File: src/shared/sbr_pkg.sv
// package: register map, bit layout and reset values of the side-band enable readback bank
package sbr_pkg;

  // number of gated differential outputs (7 fast, 9 mux, 3 slow, 1 platform)
  localparam int unsigned OUT_COUNT = 20;

  // positions inside the flat per-output vector
  localparam int unsigned FAST_LSB = 0;   // fast_clock_output 6..0
  localparam int unsigned FAST_COUNT = 7;
  localparam int unsigned MUX_LSB = 7;    // selectable_rate_output 8..0
  localparam int unsigned MUX_HI_BIT = 15; // selectable_rate_output 8
  localparam int unsigned SLOW_LSB = 16;  // slow_clock_output 2..0
  localparam int unsigned PLAT_BIT = 19;  // platform_time_output

  // byte offsets of the register port
  localparam logic [7:0] ADDR_MASK_HI_SPEED = 8'h0b;
  localparam logic [7:0] ADDR_MASK_MUX = 8'h0c;
  localparam logic [7:0] ADDR_MASK_LOW_SPEED = 8'h0d;
  localparam logic [7:0] ADDR_RB_HI_SPEED = 8'h0e;
  localparam logic [7:0] ADDR_RB_MUX = 8'h0f;
  localparam logic [7:0] ADDR_RB_LOW_SPEED = 8'h10;
  localparam logic [7:0] ADDR_PT_BYPASS = 8'h31;

  // group selectors used by the byte pack and merge functions
  localparam logic [1:0] GRP_HI_SPEED = 2'h0;
  localparam logic [1:0] GRP_MUX = 2'h1;
  localparam logic [1:0] GRP_LOW_SPEED = 2'h2;

  // reset values
  localparam logic [19:0] RB_RESET = 20'hfffff;  // every output reads enabled
  localparam logic [19:0] MASK_RESET = 20'h00000; // side-band may disable
  localparam logic [7:0] PT_BYPASS_FIXED = 8'h94; // reserved bits as powered up
  localparam logic PT_BYPASS_RESET = 1'b0;        // normal platform-time mode
  localparam int unsigned PT_BYPASS_BIT = 0;

  // one register-port request from the serial management engine
  typedef struct packed {
    logic [7:0] addr;  // register byte offset
    logic wr;          // one-cycle write strobe
    logic rd;          // one-cycle read strobe
    logic [7:0] wdata; // write byte
  } sbr_req_type;

  // side-band shift/load capture
  typedef struct packed {
    logic load;        // one-cycle load strobe
    logic [19:0] data; // parallel shift-register contents, flat layout
  } sbr_sb_type;

endpackage : sbr_pkg

File: src/hw/sbr_gate.sv
// per-output enable gating from side-band state, mask, management enable and pins
`timescale 1ns/1ps
`default_nettype none
module sbr_gate
  import sbr_pkg::*;
(
  input wire logic [19:0] captured,
  input wire logic [19:0] mask,
  input wire logic [19:0] smb_oe,
  input wire logic [6:0] oe_n,
  output logic [19:0] enable
);

  // pin term: only fast outputs have an active-low pin, others pass
  wire [19:0] pin_ok;
  // side-band term: masked outputs ignore the captured value
  wire [19:0] sb_ok;

  assign pin_ok = {{(OUT_COUNT - FAST_COUNT){1'b1}}, ~oe_n};
  assign sb_ok = captured | mask;
  assign enable = sb_ok & smb_oe & pin_ok;

endmodule : sbr_gate
`default_nettype wire

File: src/hw/sbr_core.sv
// side-band enable readback, mask and platform-time bypass register bank
`timescale 1ns/1ps
`default_nettype none
// What this block does
// - load strobe captures shift register into readback
// - captured zero disables output unless masked
// - captured one needs management enable, pin low
// - cleared mask lets side-band disable output
// - set mask: only enable bit, pin disable
// - readback bytes follow fixed output bit layout
// - readback read-only, powers up all ones
// - bypass bit zero read/write, resets to zero
// - three mask registers, same layout, reset zero
module sbr_core
  import sbr_pkg::*;
(
  input wire logic mclk,
  input wire logic rst,
  input wire sbr_req_type req,
  input wire sbr_sb_type sb,
  input wire logic [19:0] smb_oe,
  input wire logic [6:0] oe_n,
  output logic [7:0] rdata,
  output logic [19:0] out_enable,
  output logic pt_bypass
);

  // pack one register byte out of the flat per-output vector
  function automatic logic [7:0] pack_byte(input logic [19:0] v, input logic [1:0] grp);
    logic [7:0] b;
    b = 8'h00;
    if (grp == GRP_HI_SPEED)
      b = {v[MUX_HI_BIT], v[FAST_LSB +: FAST_COUNT]};
    else if (grp == GRP_MUX)
      b = v[MUX_LSB +: 8];
    else if (grp == GRP_LOW_SPEED)
      b = {4'h0, v[PLAT_BIT], v[SLOW_LSB +: 3]}; // reserved high nibble is zero
    return b;
  endfunction : pack_byte

  // merge one written byte into the flat vector, reserved bits dropped
  function automatic logic [19:0] merge_byte(input logic [19:0] v, input logic [1:0] grp,
                                             input logic [7:0] b);
    logic [19:0] r;
    r = v;
    if (grp == GRP_HI_SPEED)
    begin
      r[MUX_HI_BIT] = b[7];
      r[FAST_LSB +: FAST_COUNT] = b[6:0];
    end
    else if (grp == GRP_MUX)
      r[MUX_LSB +: 8] = b;
    else if (grp == GRP_LOW_SPEED)
      r[SLOW_LSB +: 4] = b[3:0];
    return r;
  endfunction : merge_byte

  // captured side-band state, one bit per output
  logic [19:0] captured;
  // side-band mask bits, one per output
  logic [19:0] mask;
  // next values
  logic [19:0] next_mask;
  logic [7:0] next_rdata;
  // gated enables before the output flop
  logic [19:0] gated;

  // write decode
  wire wr_mask_hi = req.wr && (req.addr == ADDR_MASK_HI_SPEED);
  wire wr_mask_mux = req.wr && (req.addr == ADDR_MASK_MUX);
  wire wr_mask_lo = req.wr && (req.addr == ADDR_MASK_LOW_SPEED);
  wire wr_bypass = req.wr && (req.addr == ADDR_PT_BYPASS);

  // mask write merge; readback offsets are not decoded for writes, so they stay read-only
  always_comb
  begin
    next_mask = mask;
    if (wr_mask_hi)
      next_mask = merge_byte(mask, GRP_HI_SPEED, req.wdata);
    else if (wr_mask_mux)
      next_mask = merge_byte(mask, GRP_MUX, req.wdata);
    else if (wr_mask_lo)
      next_mask = merge_byte(mask, GRP_LOW_SPEED, req.wdata);
  end

  // read decode; unmapped offsets answer zero
  always_comb
  begin
    next_rdata = rdata;
    if (!req.rd)
      next_rdata = rdata;
    else if (req.addr == ADDR_MASK_HI_SPEED)
      next_rdata = pack_byte(mask, GRP_HI_SPEED);
    else if (req.addr == ADDR_MASK_MUX)
      next_rdata = pack_byte(mask, GRP_MUX);
    else if (req.addr == ADDR_MASK_LOW_SPEED)
      next_rdata = pack_byte(mask, GRP_LOW_SPEED);
    else if (req.addr == ADDR_RB_HI_SPEED)
      next_rdata = pack_byte(captured, GRP_HI_SPEED);
    else if (req.addr == ADDR_RB_MUX)
      next_rdata = pack_byte(captured, GRP_MUX);
    else if (req.addr == ADDR_RB_LOW_SPEED)
      next_rdata = pack_byte(captured, GRP_LOW_SPEED);
    else if (req.addr == ADDR_PT_BYPASS)
      next_rdata = PT_BYPASS_FIXED | {7'h00, pt_bypass};
    else
      next_rdata = 8'h00;
  end

  // gating of each output from side-band, mask, management bit and pin
  sbr_gate u_gate (
    .captured(captured),
    .mask(mask),
    .smb_oe(smb_oe),
    .oe_n(oe_n),
    .enable(gated)
  );

  // side-band capture; reset shows every output enabled until a first load
  always_ff @(posedge mclk or posedge rst)
  begin
    if (rst)
      captured <= RB_RESET;
    else if (sb.load)
      captured <= sb.data;
  end

  // mask registers
  always_ff @(posedge mclk or posedge rst)
  begin
    if (rst)
      mask <= MASK_RESET;
    else
      mask <= next_mask;
  end

  // bypass bit; reserved bits are constants, so writes to them have no effect
  always_ff @(posedge mclk or posedge rst)
  begin
    if (rst)
      pt_bypass <= PT_BYPASS_RESET;
    else if (wr_bypass)
      pt_bypass <= req.wdata[PT_BYPASS_BIT];
  end

  // registered read data and enables; enables lag captured state by one cycle
  always_ff @(posedge mclk or posedge rst)
  begin
    if (rst)
    begin
      rdata <= 8'h00;
      out_enable <= '0;
    end
    else
    begin
      rdata <= next_rdata;
      out_enable <= gated;
    end
  end
endmodule : sbr_core
`default_nettype wire

File: config.mk
export PLATFORM = sky130hd
export DESIGN_NAME = sbr_core
export DESIGN_NICKNAME = d
export VERILOG_FILES = /design/src/shared/sbr_pkg.sv /design/src/hw/sbr_gate.sv /design/src/hw/sbr_core.sv
export SDC_FILE = /design/constraint.sdc
export NUM_CORES = 1
export LEC_CHECK = 0
export ABC_AREA = 1
export BUFFER_PORTS_ARGS = -buffer_cell sky130_fd_sc_hd__buf_2
export CAP_MARGIN = 20
export CORE_ASPECT_RATIO = 1.1
export CORE_MARGIN = 2
export CORE_UTILIZATION = 50
export DETAILED_ROUTE_END_ITERATION = 6
export PLACE_DENSITY = 0.79
export SLEW_MARGIN = 20
export SYNTH_ARGS = -nofsm -noshare
export SYNTH_HDL_FRONTEND = slang
export SYNTH_SLANG_ARGS = --single-unit
File: constraint.sdc
create_clock -name mclk -period 2.1 [get_ports mclk]
set_input_delay 0 -clock mclk [delete_from_list [all_inputs] [get_ports mclk]]
set_output_delay 0 -clock mclk [all_outputs]
set_load 0.03 [all_outputs]
==> results_dict.tcl, run 1 <==
set metrics [dict create \
    leakagePower_nw 2.28 \
    power_frac_seq 0.465 \
    synth.avg_cell_area_um2 8.95 \
    switching_share 0.243 \
    ant_nets 0 \
    setup_viol 0 \
    worstPathRequired_ps 2330 \
    ys_types 24 \
    rsz0062_at_grt "no" \
    crit_arrival_ps 1600 \
    area_growth_pct 45.8 \
    combPwrFrac 0.131 \
    m1WireLength_um 3550 \
    irDropWorstVdd_v 0.000496 \
    synthTopCellsByCount "nand2_1 (86), dfrtp_1 (49), inv_1 (37), o21ai_1 (28)" \
    startpoint_type "flip-flop" \
    cts.sinks 69 \
    viasPerCell 5.00 \
    synth_enable_flop_cells 0 \
    synth_most_common_cell "nand2_1" \
    final_nets 563 \
    grt_pass1_wl_um 13800 \
    wl_met3_um 479 \
    drv_slew 0 \
    grt_max_degree 35 \
    finalCritPeriodShare 0.654 \
    syn_inst 336 \
    synth_top_cell_area_share 0.408 \
    crit_chain "o21ai_0 -> nor2_1 -> dlygate4sd3_1" \
    p_per_area_mw_per_mm2 729 \
    finalHoldViolCount 0 \
    initial_core_util 0.518 \
    n_antenna_cell 0 \
    wirelength_um 8500 \
    grt_pass1_vias 2978 \
    cpPeakStageDelay_ps 550 \
    max_freq_ghz 0.728 \
    clk_pin_slew_ps 70 \
    globalRouteOverflowTotal 0 \
    design.core.area_mm2 0.00581 \
    cp_slowest_cell "dlygate4sd3_1" \
    cts.repair.resized 0 \
    ys_warn_count 0 \
    clock_path_buffers 2 \
    cts_tree "built" \
    outcome "completed" \
    port_buffers 96 \
    vias 2884 \
    drive_gt1_frac 0.300 \
    grt_usage 0.272 \
    syn_area_mm2 0.00301 \
    seq_area_frac_synth 0.583 \
    postCtsSetupBuffers 0 \
    synthTopCellsByArea "dfrtp_1 (41%), dfstp_2 (17%), nand2_1 (11%)" \
    gp_congestion 0.840 \
    die_w_um 77.9 \
    htreeDepth 3 \
    relSlewSlack 0.527 \
    internal-power_w 0.00242 \
    route.met2.wl_um 4280 \
    whs_ps 14.5 \
    worstSetupEndpointType "flip-flop" \
    ys_ff_latch 69 \
    antenna_found_initial 0 \
    drv_cap 0 \
    routed.top_layer "met4" \
    critPathMaxFanout 3 \
    syn_nets 404 \
    numCtsBuffers 9 \
    drtIter0Drc 178 \
    min_period_ps 1370 \
    finalSetupTns_ps 0 \
    ys.flop_type "dfrtp_1" \
    die_height_um 85.3 \
    synth_top_area_cell "dfrtp_1" \
    rows 29 \
    post-route-drc-count 0 \
    pin_count 97 \
    async_flop_share 1.00 \
    cts_root_buffer "clkbuf_8" \
    die_area_mm2 0.00665 \
    skew_ps 5.34 \
    post_drt_wl_per_cell_um 14.7 \
    hpwl_um 5500 \
    holdCritPathClass "primary input to flip-flop" \
    switchingPower_w 0.000776 \
    clkPwrFrac 0.404 \
    worstMarginPinSlew_ps 709 \
    clkLatencyLatePin_ps 340 \
    first_pass_iters 5 \
    setup.worst_path.class "flip-flop to flip-flop" \
]
## cell usage in the layout, fill, tap and decap left out, types with 2 or more instances in the layout
cell type and instances:
buf_2 96, nand2_1 86, dlygate4sd3_1 57, dfrtp_1 49, inv_1 36, o21ai_1 28
nor2_1 26, o21ai_0 26, dfstp_2 20, nand3_1 15, o21a_1 13, clkbuf_8 9
mux2_2 7, a21oi_1 5, inv_2 4, nand2_2 3, bufinv_16 3, nor3_1 2
nor2_4 2, nand4_1 2
## flip-flops by register name, indices dropped and copies added, names as in the netlist
name and count:
captured 20, out_enable 20, rdata 8, mask 20
pt_bypass 1
## layer usage
layer | vias to the layer above | track usage
met2 | 112 | 0.469
li1 | 1405 | -
met3 | 18 | 0.0383
met1 | 1349 | 0.336
met4 | 0 | 0.131
met5 | - | 0
## path summary, 6_finish.rpt
| kind | start | to | slack [ps] | cells after the start |
|---|---|---|---|---|
| worst max-delay path | mask[1] | out_enable[1] | 730 | 3 |
| worst min-delay path | req[8] | rdata[6] | 10 | 3 |
| worst max register to register | mask[1] | out_enable[1] | 730 | 3 |
| worst min register to register | rdata[0] | rdata[0] | 490 | 2 |
| max in group asynchronous | rst | captured[9] | 1100 | 4 |
| min in group asynchronous | rst | out_enable[5] | 330 | 3 |
## metrics by stage
| stage | utilization | instances | cell area [um^2] | power (W) | setup WS [ps] |
|---|---|---|---|---|---|
| finish | 0.755 | 577 | 4380 | 0.00320 | 726 |
| CTS | 0.755 | 577 | 4380 | 0.00321 | 775 |
| global placement | 0.616 | 504 | 3570 | 0.00183 | 745 |
| global route | 0.755 | 577 | 4380 | 0.00331 | 630 |
| floorplan | - | 336 | 3010 | 0.00169 | 393 |
| detailed placement | 0.616 | 504 | 3570 | 0.00184 | 712 |
## cell families (layout without fill, tap and decap cells)
family | after synthesis | count (layout) | synth area share
AOI/OAI and AO/OA | 75 | 75 | 0.137
and+or+nand+nor | 138 | 138 | 0.192
muxes | 7 | 7 | 0.0262
buffers and inverters | 47 | 211 | 0.0620
DFF | 69 | 69 | 0.583
## power groups by stage
stage	registers, W	logic (W)	clock network, W
after floorplan	0.00155	0.000139	0
after global placement	0.00150	0.000325	0
after detailed placement	0.00151	0.000331	0
after CTS	0.00148	0.000412	0.00131
after global routing	0.00150	0.000459	0.00135
final	0.00149	0.000417	0.00129
## area by class of cell
type | instances | area (um^2)
fillers | 414 | 1420
inverters | 40 | 150
clock inverters | 6 | 111
well taps | 77 | 96.3
clock buffers | 10 | 128
flip-flops and latches | 69 | 1750
repair buffers | 155 | 1080
multi-input cells | 220 | 1070
## what timing repair did
item | 4_1_cts | 5_1_grt
hold buffers | 57 | 0
endpoints found under the setup margin | 0 | 0
hold endpoints to repair | 83 | 0
## worst max-delay path, delay by kind of cell, from the launching register on
family,cells,cell delay [ps]
buffers and inverters,1,550
flip-flops,1,410
AO/OA/AOI/OAI,1,230
AND/OR/NAND/NOR,1,60
Note: power is estimated with default switching activity, not from simulation.
==> run 2: changes to the inputs <==
--- a/config.mk
+++ b/config.mk
@@ -5,14 +5,14 @@
 export SDC_FILE = /design/constraint.sdc
 export NUM_CORES = 1
 export LEC_CHECK = 0
-export ABC_AREA = 1
+export ABC_AREA = 0
 export BUFFER_PORTS_ARGS = -buffer_cell sky130_fd_sc_hd__buf_2
 export CAP_MARGIN = 20
 export CORE_ASPECT_RATIO = 1.1
 export CORE_MARGIN = 2
-export CORE_UTILIZATION = 50
+export CORE_UTILIZATION = 46
 export DETAILED_ROUTE_END_ITERATION = 6
-export PLACE_DENSITY = 0.79
+export PLACE_DENSITY = 0.76
 export SLEW_MARGIN = 20
 export SYNTH_ARGS = -nofsm -noshare
 export SYNTH_HDL_FRONTEND = slang
==> constraint.sdc (replaced) <==
create_clock -name mclk -period 1.15 [get_ports mclk]
set_input_delay 0 -clock mclk [delete_from_list [all_inputs] [get_ports mclk]]
set_output_delay 0 -clock mclk [all_outputs]
set_load 0.03 [all_outputs]
==> run 2 against run 1 <==
Against the previous run:
- the run now ends with setup timing left
- die area rose by 11%
- first-iteration DRC count fell by 52%
- cell count fell by 10%
- critical path depth rose by 2
- final area rose by 7.5%
- sequential power rose by 85%
- utilization fell by 3.6 points
- count of clock-buffer cells in the layout rose by 3
- via count fell by 8.1%
- combinational power rose by 140%
- critical path type unchanged
==> results_dict.tcl, run 2 <==
set metrics [dict create \
    globalRouteOverflowTotal 0 \
    cp_num_buf_inv 0 \
    relSlewSlack 0.695 \
    ys_ff_latch 69 \
    irDropWorstVdd_v 0.00108 \
    setup.worst_path.class "flip-flop to flip-flop" \
    drv_slew 0 \
    ys_warn_count 0 \
    grt_max_degree 70 \
    cpPeakStageDelay_ps 540 \
    area_growth_pct 52.6 \
    initial_core_util 0.471 \
    fin_ws_ps -55.9 \
    reg_top3 "captured (20), mask (20), out_enable (20)" \
    post-route-drc-count 0 \
    port_buffers 96 \
    min_period_ps 1210 \
    post_drt_wl_per_cell_um 15.8 \
    cp_slowest_cell "dfstp_2" \
    grt_usage 0.236 \
    worstMarginPinSlew_ps 456 \
    holdCritPathClass "primary input to flip-flop" \
    vias 2651 \
    pre_cts_ws_ps -283 \
    synth.avg_cell_area_um2 12.7 \
    synth_top_area_cell "dfrtp_1" \
    clkLatencyLatePin_ps 340 \
    hpwl_um 5450 \
    layout_common_cells "buf_2 (96), dlygate4sd3_1 (57), dfrtp_1 (49), mux2_2 (39), buf_4 (32)" \
    synth_top_cell_area_share 0.397 \
    syn_nets 311 \
    drive_gt1_frac 0.507 \
    multi_input_area_mm2 0.00130 \
    p_per_area_mw_per_mm2 1200 \
    crit_arrival_ps 1470 \
    htreeDepth 3 \
    cts_tree "built" \
    n_antenna_cell 0 \
    critPathMaxFanout 2 \
    synthTopCellsByCount "dfrtp_1 (49), mux2_2 (39), dfstp_2 (20), o21a_1 (13), o21ai_0 (13)" \
    first_pass_iters 4 \
    fin_util 0.719 \
    seq_area_mm2 0.00175 \
    seq_area_frac_synth 0.567 \
    die_area_mm2 0.00739 \
    rows 31 \
    whs_ps 98.9 \
    dp.cells 442 \
    max_freq_ghz 0.829 \
    die_w_um 82.1 \
    cts_root_buffer "clkbuf_8" \
    violations "setup timing" \
    nFillCells 467 \
    synth_enable_flop_cells 0 \
    die_height_um 90.0 \
    worstPathRequired_ps 1410 \
    syn_area_mm2 0.00309 \
    ys_types 42 \
    startpoint_type "flip-flop" \
    finalCritPeriodShare 1.05 \
    numCtsBuffers 9 \
    clk_pin_slew_ps 70 \
    ant_nets 0 \
    viasPerCell 5.12 \
    cpMostUsedCell "o22ai_1" \
    pin_count 97 \
    wirelength_um 8170 \
    rsz0062_at_grt "yes" \
    stdcell_count 518 \
    grt_pass1_wl_um 13200 \
    final_common_cell "buf_2" \
    drtIter0Drc 86 \
    critPathTopFamily "flip-flops" \
    ys.flop_type "dfrtp_1" \
    synthTopCellsByArea "dfrtp_1 (40%), dfstp_2 (17%), mux2_2 (14%)" \
    design.core.area_mm2 0.00656 \
    drv_cap 0 \
    grt_pass1_vias 2790 \
    gp_congestion 0.904 \
    crit_chain "nor4b_4 -> a31oi_1 -> o22ai_1 -> o21ai_1 -> o22ai_1" \
    worstSetupEndpointType "flip-flop" \
    antenna_found_initial 0 \
    async_flop_share 1.00 \
    syn_inst 243 \
    cts.sinks 69 \
    leakagePower_nw 2.23 \
    finalHoldViolCount 0 \
    skew_ps 3.28 \
    final_nets 499 \
    outcome "complete, but fails checks" \
    clock_path_buffers 2 \
    synth_most_common_cell "dfrtp_1" \
    setup_viol 3 \
]
## run 2: cell types whose count changed after synthesis, sizes merged, moves of 3 or more
| cell | previous run | this run |
|---|---|---|
| o21ai | 54 | 13 |
| nor3b | 0 | 8 |
| nand2 | 89 | 6 |
| mux2i | 0 | 5 |
| inv | 40 | 7 |
| mux2 | 7 | 41 |
| nand2b | 0 | 3 |
| nand3 | 15 | 8 |
| o211ai | 0 | 3 |
| o22ai | 1 | 9 |
| nor2b | 0 | 3 |
| nor2 | 28 | 12 |
## run 2: worst min-delay path: cells and delay by family
kind | cells | cell delay, ps
buffers and inverters | 1 | 150
multiplexers | 1 | 150
AND/OR/NAND/NOR | 1 | 110
## run 2: path summary, 6_finish.rpt
kind                               from              to  slack [ps]  cells past startpoint
setup / recovery           captured[16]        rdata[0]         -60                      5
hold / removal                   req[9]       pt_bypass         100                      3
setup reg to reg           captured[16]        rdata[0]         -60                      5
hold reg to reg                mask[12]  out_enable[12]         520                      1
max in group asynchronous           rst    captured[19]         520                      4
min in group asynchronous           rst  out_enable[12]         290                      4
## run 2: timing repair
item	CTS	global route
endpoints found under the hold margin	112	0
setup endpoints to repair	4	13
resized for setup	3	7
buffers inserted	2	1
pin swaps	5	7
hold buffers	57	0
## run 2: layout make-up
type                            instances  area share
Clock buffer                           13      0.0380
Clock inverter                          3     0.00372
Inverter                                7     0.00637
Multi-Input combinational cell        157       0.276
Sequential cell                        69       0.372
Tap cell                               82      0.0218
Timing Repair Buffer                  187       0.282
## run 2: power breakdown
| part | internal, W | switching (W) |
|---|---|---|
| Clock | 0.00101 | 0.000894 |
| Sequential | 0.00264 | 0.000108 |
| Combinational | 0.000528 | 0.000465 |
| Total | 0.00418 | 0.00147 |
## run 2: kinds of logic after synthesis
family,share of synthesized area
and+or+nand+nor,0.113
muxes,0.175
buffers and inverters,0.0263
AOI/OAI and AO/OA,0.118
DFF,0.567
## run 2: per-stage QoR
stage          TNS (ps)  instance area, um^2  total power (W)
6_report           -100                 4710          0.00565
5_1_grt            -335                 4710          0.00589
4_1_cts           -83.9                 4670          0.00567
3_5_place_dp      -6430                 3880          0.00360
3_3_place_gp      -5130                 3880          0.00358
2_1_floorplan         0                 3100          0.00323
## run 2: layer usage
layer,routed length (um),vias to the layer above,GRT usage
met5,0,-,0
met4,120,0,0.0764
met3,500,12,0.0653
met1,3530,1272,0.299
li1,-,1267,-
met2,4020,100,0.386
==> run 3: changes to the inputs <==
--- a/config.mk
+++ b/config.mk
@@ -8,11 +8,14 @@
 export ABC_AREA = 0
 export BUFFER_PORTS_ARGS = -buffer_cell sky130_fd_sc_hd__buf_2
 export CAP_MARGIN = 20
+export CELL_PAD_IN_SITES_DETAIL_PLACEMENT = 0
+export CELL_PAD_IN_SITES_GLOBAL_PLACEMENT = 1
 export CORE_ASPECT_RATIO = 1.1
 export CORE_MARGIN = 2
-export CORE_UTILIZATION = 46
+export CORE_UTILIZATION = 37
+export CTS_BUF_LIST = sky130_fd_sc_hd__clkbuf_8
 export DETAILED_ROUTE_END_ITERATION = 6
-export PLACE_DENSITY = 0.76
+export PLACE_DENSITY_LB_ADDON = 0.1
 export SLEW_MARGIN = 20
 export SYNTH_ARGS = -nofsm -noshare
 export SYNTH_HDL_FRONTEND = slang
==> run 3 against run 2 <==
Against the previous run:
- via count grew 1.5%
- largest cell class unchanged
- the flow still finishes with violations (setup timing)
- highest routed layer unchanged
- non-clock buffer count is 1 higher
- power increased by 0.48%
- clock power is essentially flat
- setup slack gained 24 ps
==> results_dict.tcl, run 3 (synthesis results as in run 2) <==
set metrics [dict create \
    max_freq_ghz 0.846 \
    p_per_area_mw_per_mm2 1190 \
    clock_path_buffers 2 \
    relSlewSlack 0.751 \
    setup.worst_path.class "flip-flop to flip-flop" \
    worstPathRequired_ps 1420 \
    cts.sinks 69 \
    drive_gt1_frac 0.508 \
    viasPerCell 4.94 \
    critPathMaxFanout 2 \
    drv_slew 0 \
    placed_area_mm2 0.00396 \
    worstSetupEndpointType "flip-flop" \
    globalRouteOverflowTotal 0 \
    area_growth_pct 54.3 \
    skew_ps 10.5 \
    n_antenna_cell 0 \
    startpoint_type "flip-flop" \
    grt_pass1_wl_um 13800 \
    die_w_um 91.1 \
    rsz0062_at_grt "yes" \
    die_area_mm2 0.00910 \
    gp_congestion 0.852 \
    finalHoldViolCount 0 \
    reg_top3 "captured (20), mask (20), out_enable (20)" \
    worstMarginPinSlew_ps 373 \
    initial_core_util 0.386 \
    numCtsBuffers 9 \
    cts_tree "built" \
    htreeDepth 3 \
    rr_worst_depth 5 \
    die_height_um 99.8 \
    clkLatencyLatePin_ps 340 \
    finalCritPeriodShare 1.03 \
    cts_root_buffer "clkbuf_8" \
    dp.cells 470 \
    antenna_found_initial 0 \
    hpwl_um 5640 \
    final_nets 500 \
    drtIter0Drc 86 \
    leakagePower_nw 2.25 \
    clk_pin_slew_ps 70 \
    vias 2690 \
    pin_count 97 \
    grt_max_degree 70 \
    layout_common_cells "buf_2 (96), dlygate4sd3_1 (56), dfrtp_1 (49), mux2_2 (39), buf_4 (32)" \
    wirelength_um 8210 \
    outcome "complete, but fails checks" \
    stdcell_count 545 \
    post-route-drc-count 0 \
    min_period_ps 1180 \
    rows 34 \
    final_area_mm2 0.00477 \
    grt_pass1_vias 2895 \
    design.core.area_mm2 0.00800 \
    worstHoldPathCells 3 \
    post_drt_wl_per_cell_um 15.1 \
    final_common_cell "buf_2" \
    drv_cap 0 \
    power_w 0.00568 \
    fin_ws_ps -32.2 \
    ant_nets 0 \
    setup_viol 2 \
    port_buffers 96 \
    irDropWorstVdd_v 0.000669 \
    grt_usage 0.193 \
    crit_arrival_ps 1450 \
    holdCritPathClass "primary input to flip-flop" \
    first_pass_iters 4 \
    violations "setup timing" \
]
run 3: cell types whose count changed in the layout (fill, tap and decap cells not counted), moves of 2 or more:
cell | previous run | this run
clkbuf_8 | 13 | 10
buf_12 | 2 | 4
o21ai_1 | 4 | 8
inv_1 | 6 | 8
o21ai_0 | 9 | 5
run 3: layout make-up:
type,count,area [um^2]
inverters,7,30.0
flip-flops and latches,69,1750
clock inverters,6,55.1
well taps,108,135
fillers,731,3230
clock buffers,10,138
repair buffers,188,1360
multi-input cells,157,1300
run 3: worst paths after layout:
kind,startpoint,to,slack (ps)
worst max register to register,captured[16],rdata[0],-30
worst min-delay path,req[9],pt_bypass,80
max in group asynchronous,rst,captured[15],510
worst min register to register,rdata[6],rdata[6],510
min in group asynchronous,rst,out_enable[1],290
worst max-delay path,captured[16],rdata[0],-30
run 3: critical path, stage by stage, from the launching register on:
cell and delay [ps]:
dfstp_2 530, nor4b_4 190, a31oi_1 60, o22ai_1 150, o21ai_1 80, o22ai_1 100
run 3: power breakdown:
group	internal (W)	switching (W)
registers	0.00264	0.000106
clock network	0.00104	0.000893
logic	0.000539	0.000458
run 3: repair_timing:
| action | 4_1_cts | 5_1_grt |
|---|---|---|
| endpoints found under the setup margin | 4 | 8 |
| hold buffers | 56 | 0 |
| buffers inserted | 0 | 3 |
| gates resized for setup | 5 | 9 |
| pin swaps | 3 | 8 |
| endpoints found under the hold margin | 110 | 0 |
run 3: per-layer routing:
metal / up-vias / GRT usage / part of all wire / wire (um)
li1: 1277 / - / - / -
met1: 1333 / 0.244 / 0.44 / 3630
met2: 68 / 0.323 / 0.49 / 4030
met3: 12 / 0.0443 / 0.047 / 385
met4: 0 / 0.0769 / 0.019 / 156
met5: - / 0 / 0 / 0
run 3: through the flow:
| stage | setup slack (ps) | utilization | hold WS (ps) | setup TNS (ps) |
|---|---|---|---|---|
| finish | -32.2 | 0.596 | 82.9 | -59.0 |
| detailed placement | -283 | 0.495 | 134 | -6150 |
| CTS | -46.4 | 0.592 | 75.1 | -94.6 |
| floorplan | 4.12 | - | 70.3 | 0 |
| global route | -124 | 0.596 | 87.8 | -325 |
| global placement | -252 | 0.495 | 133 | -5390 |
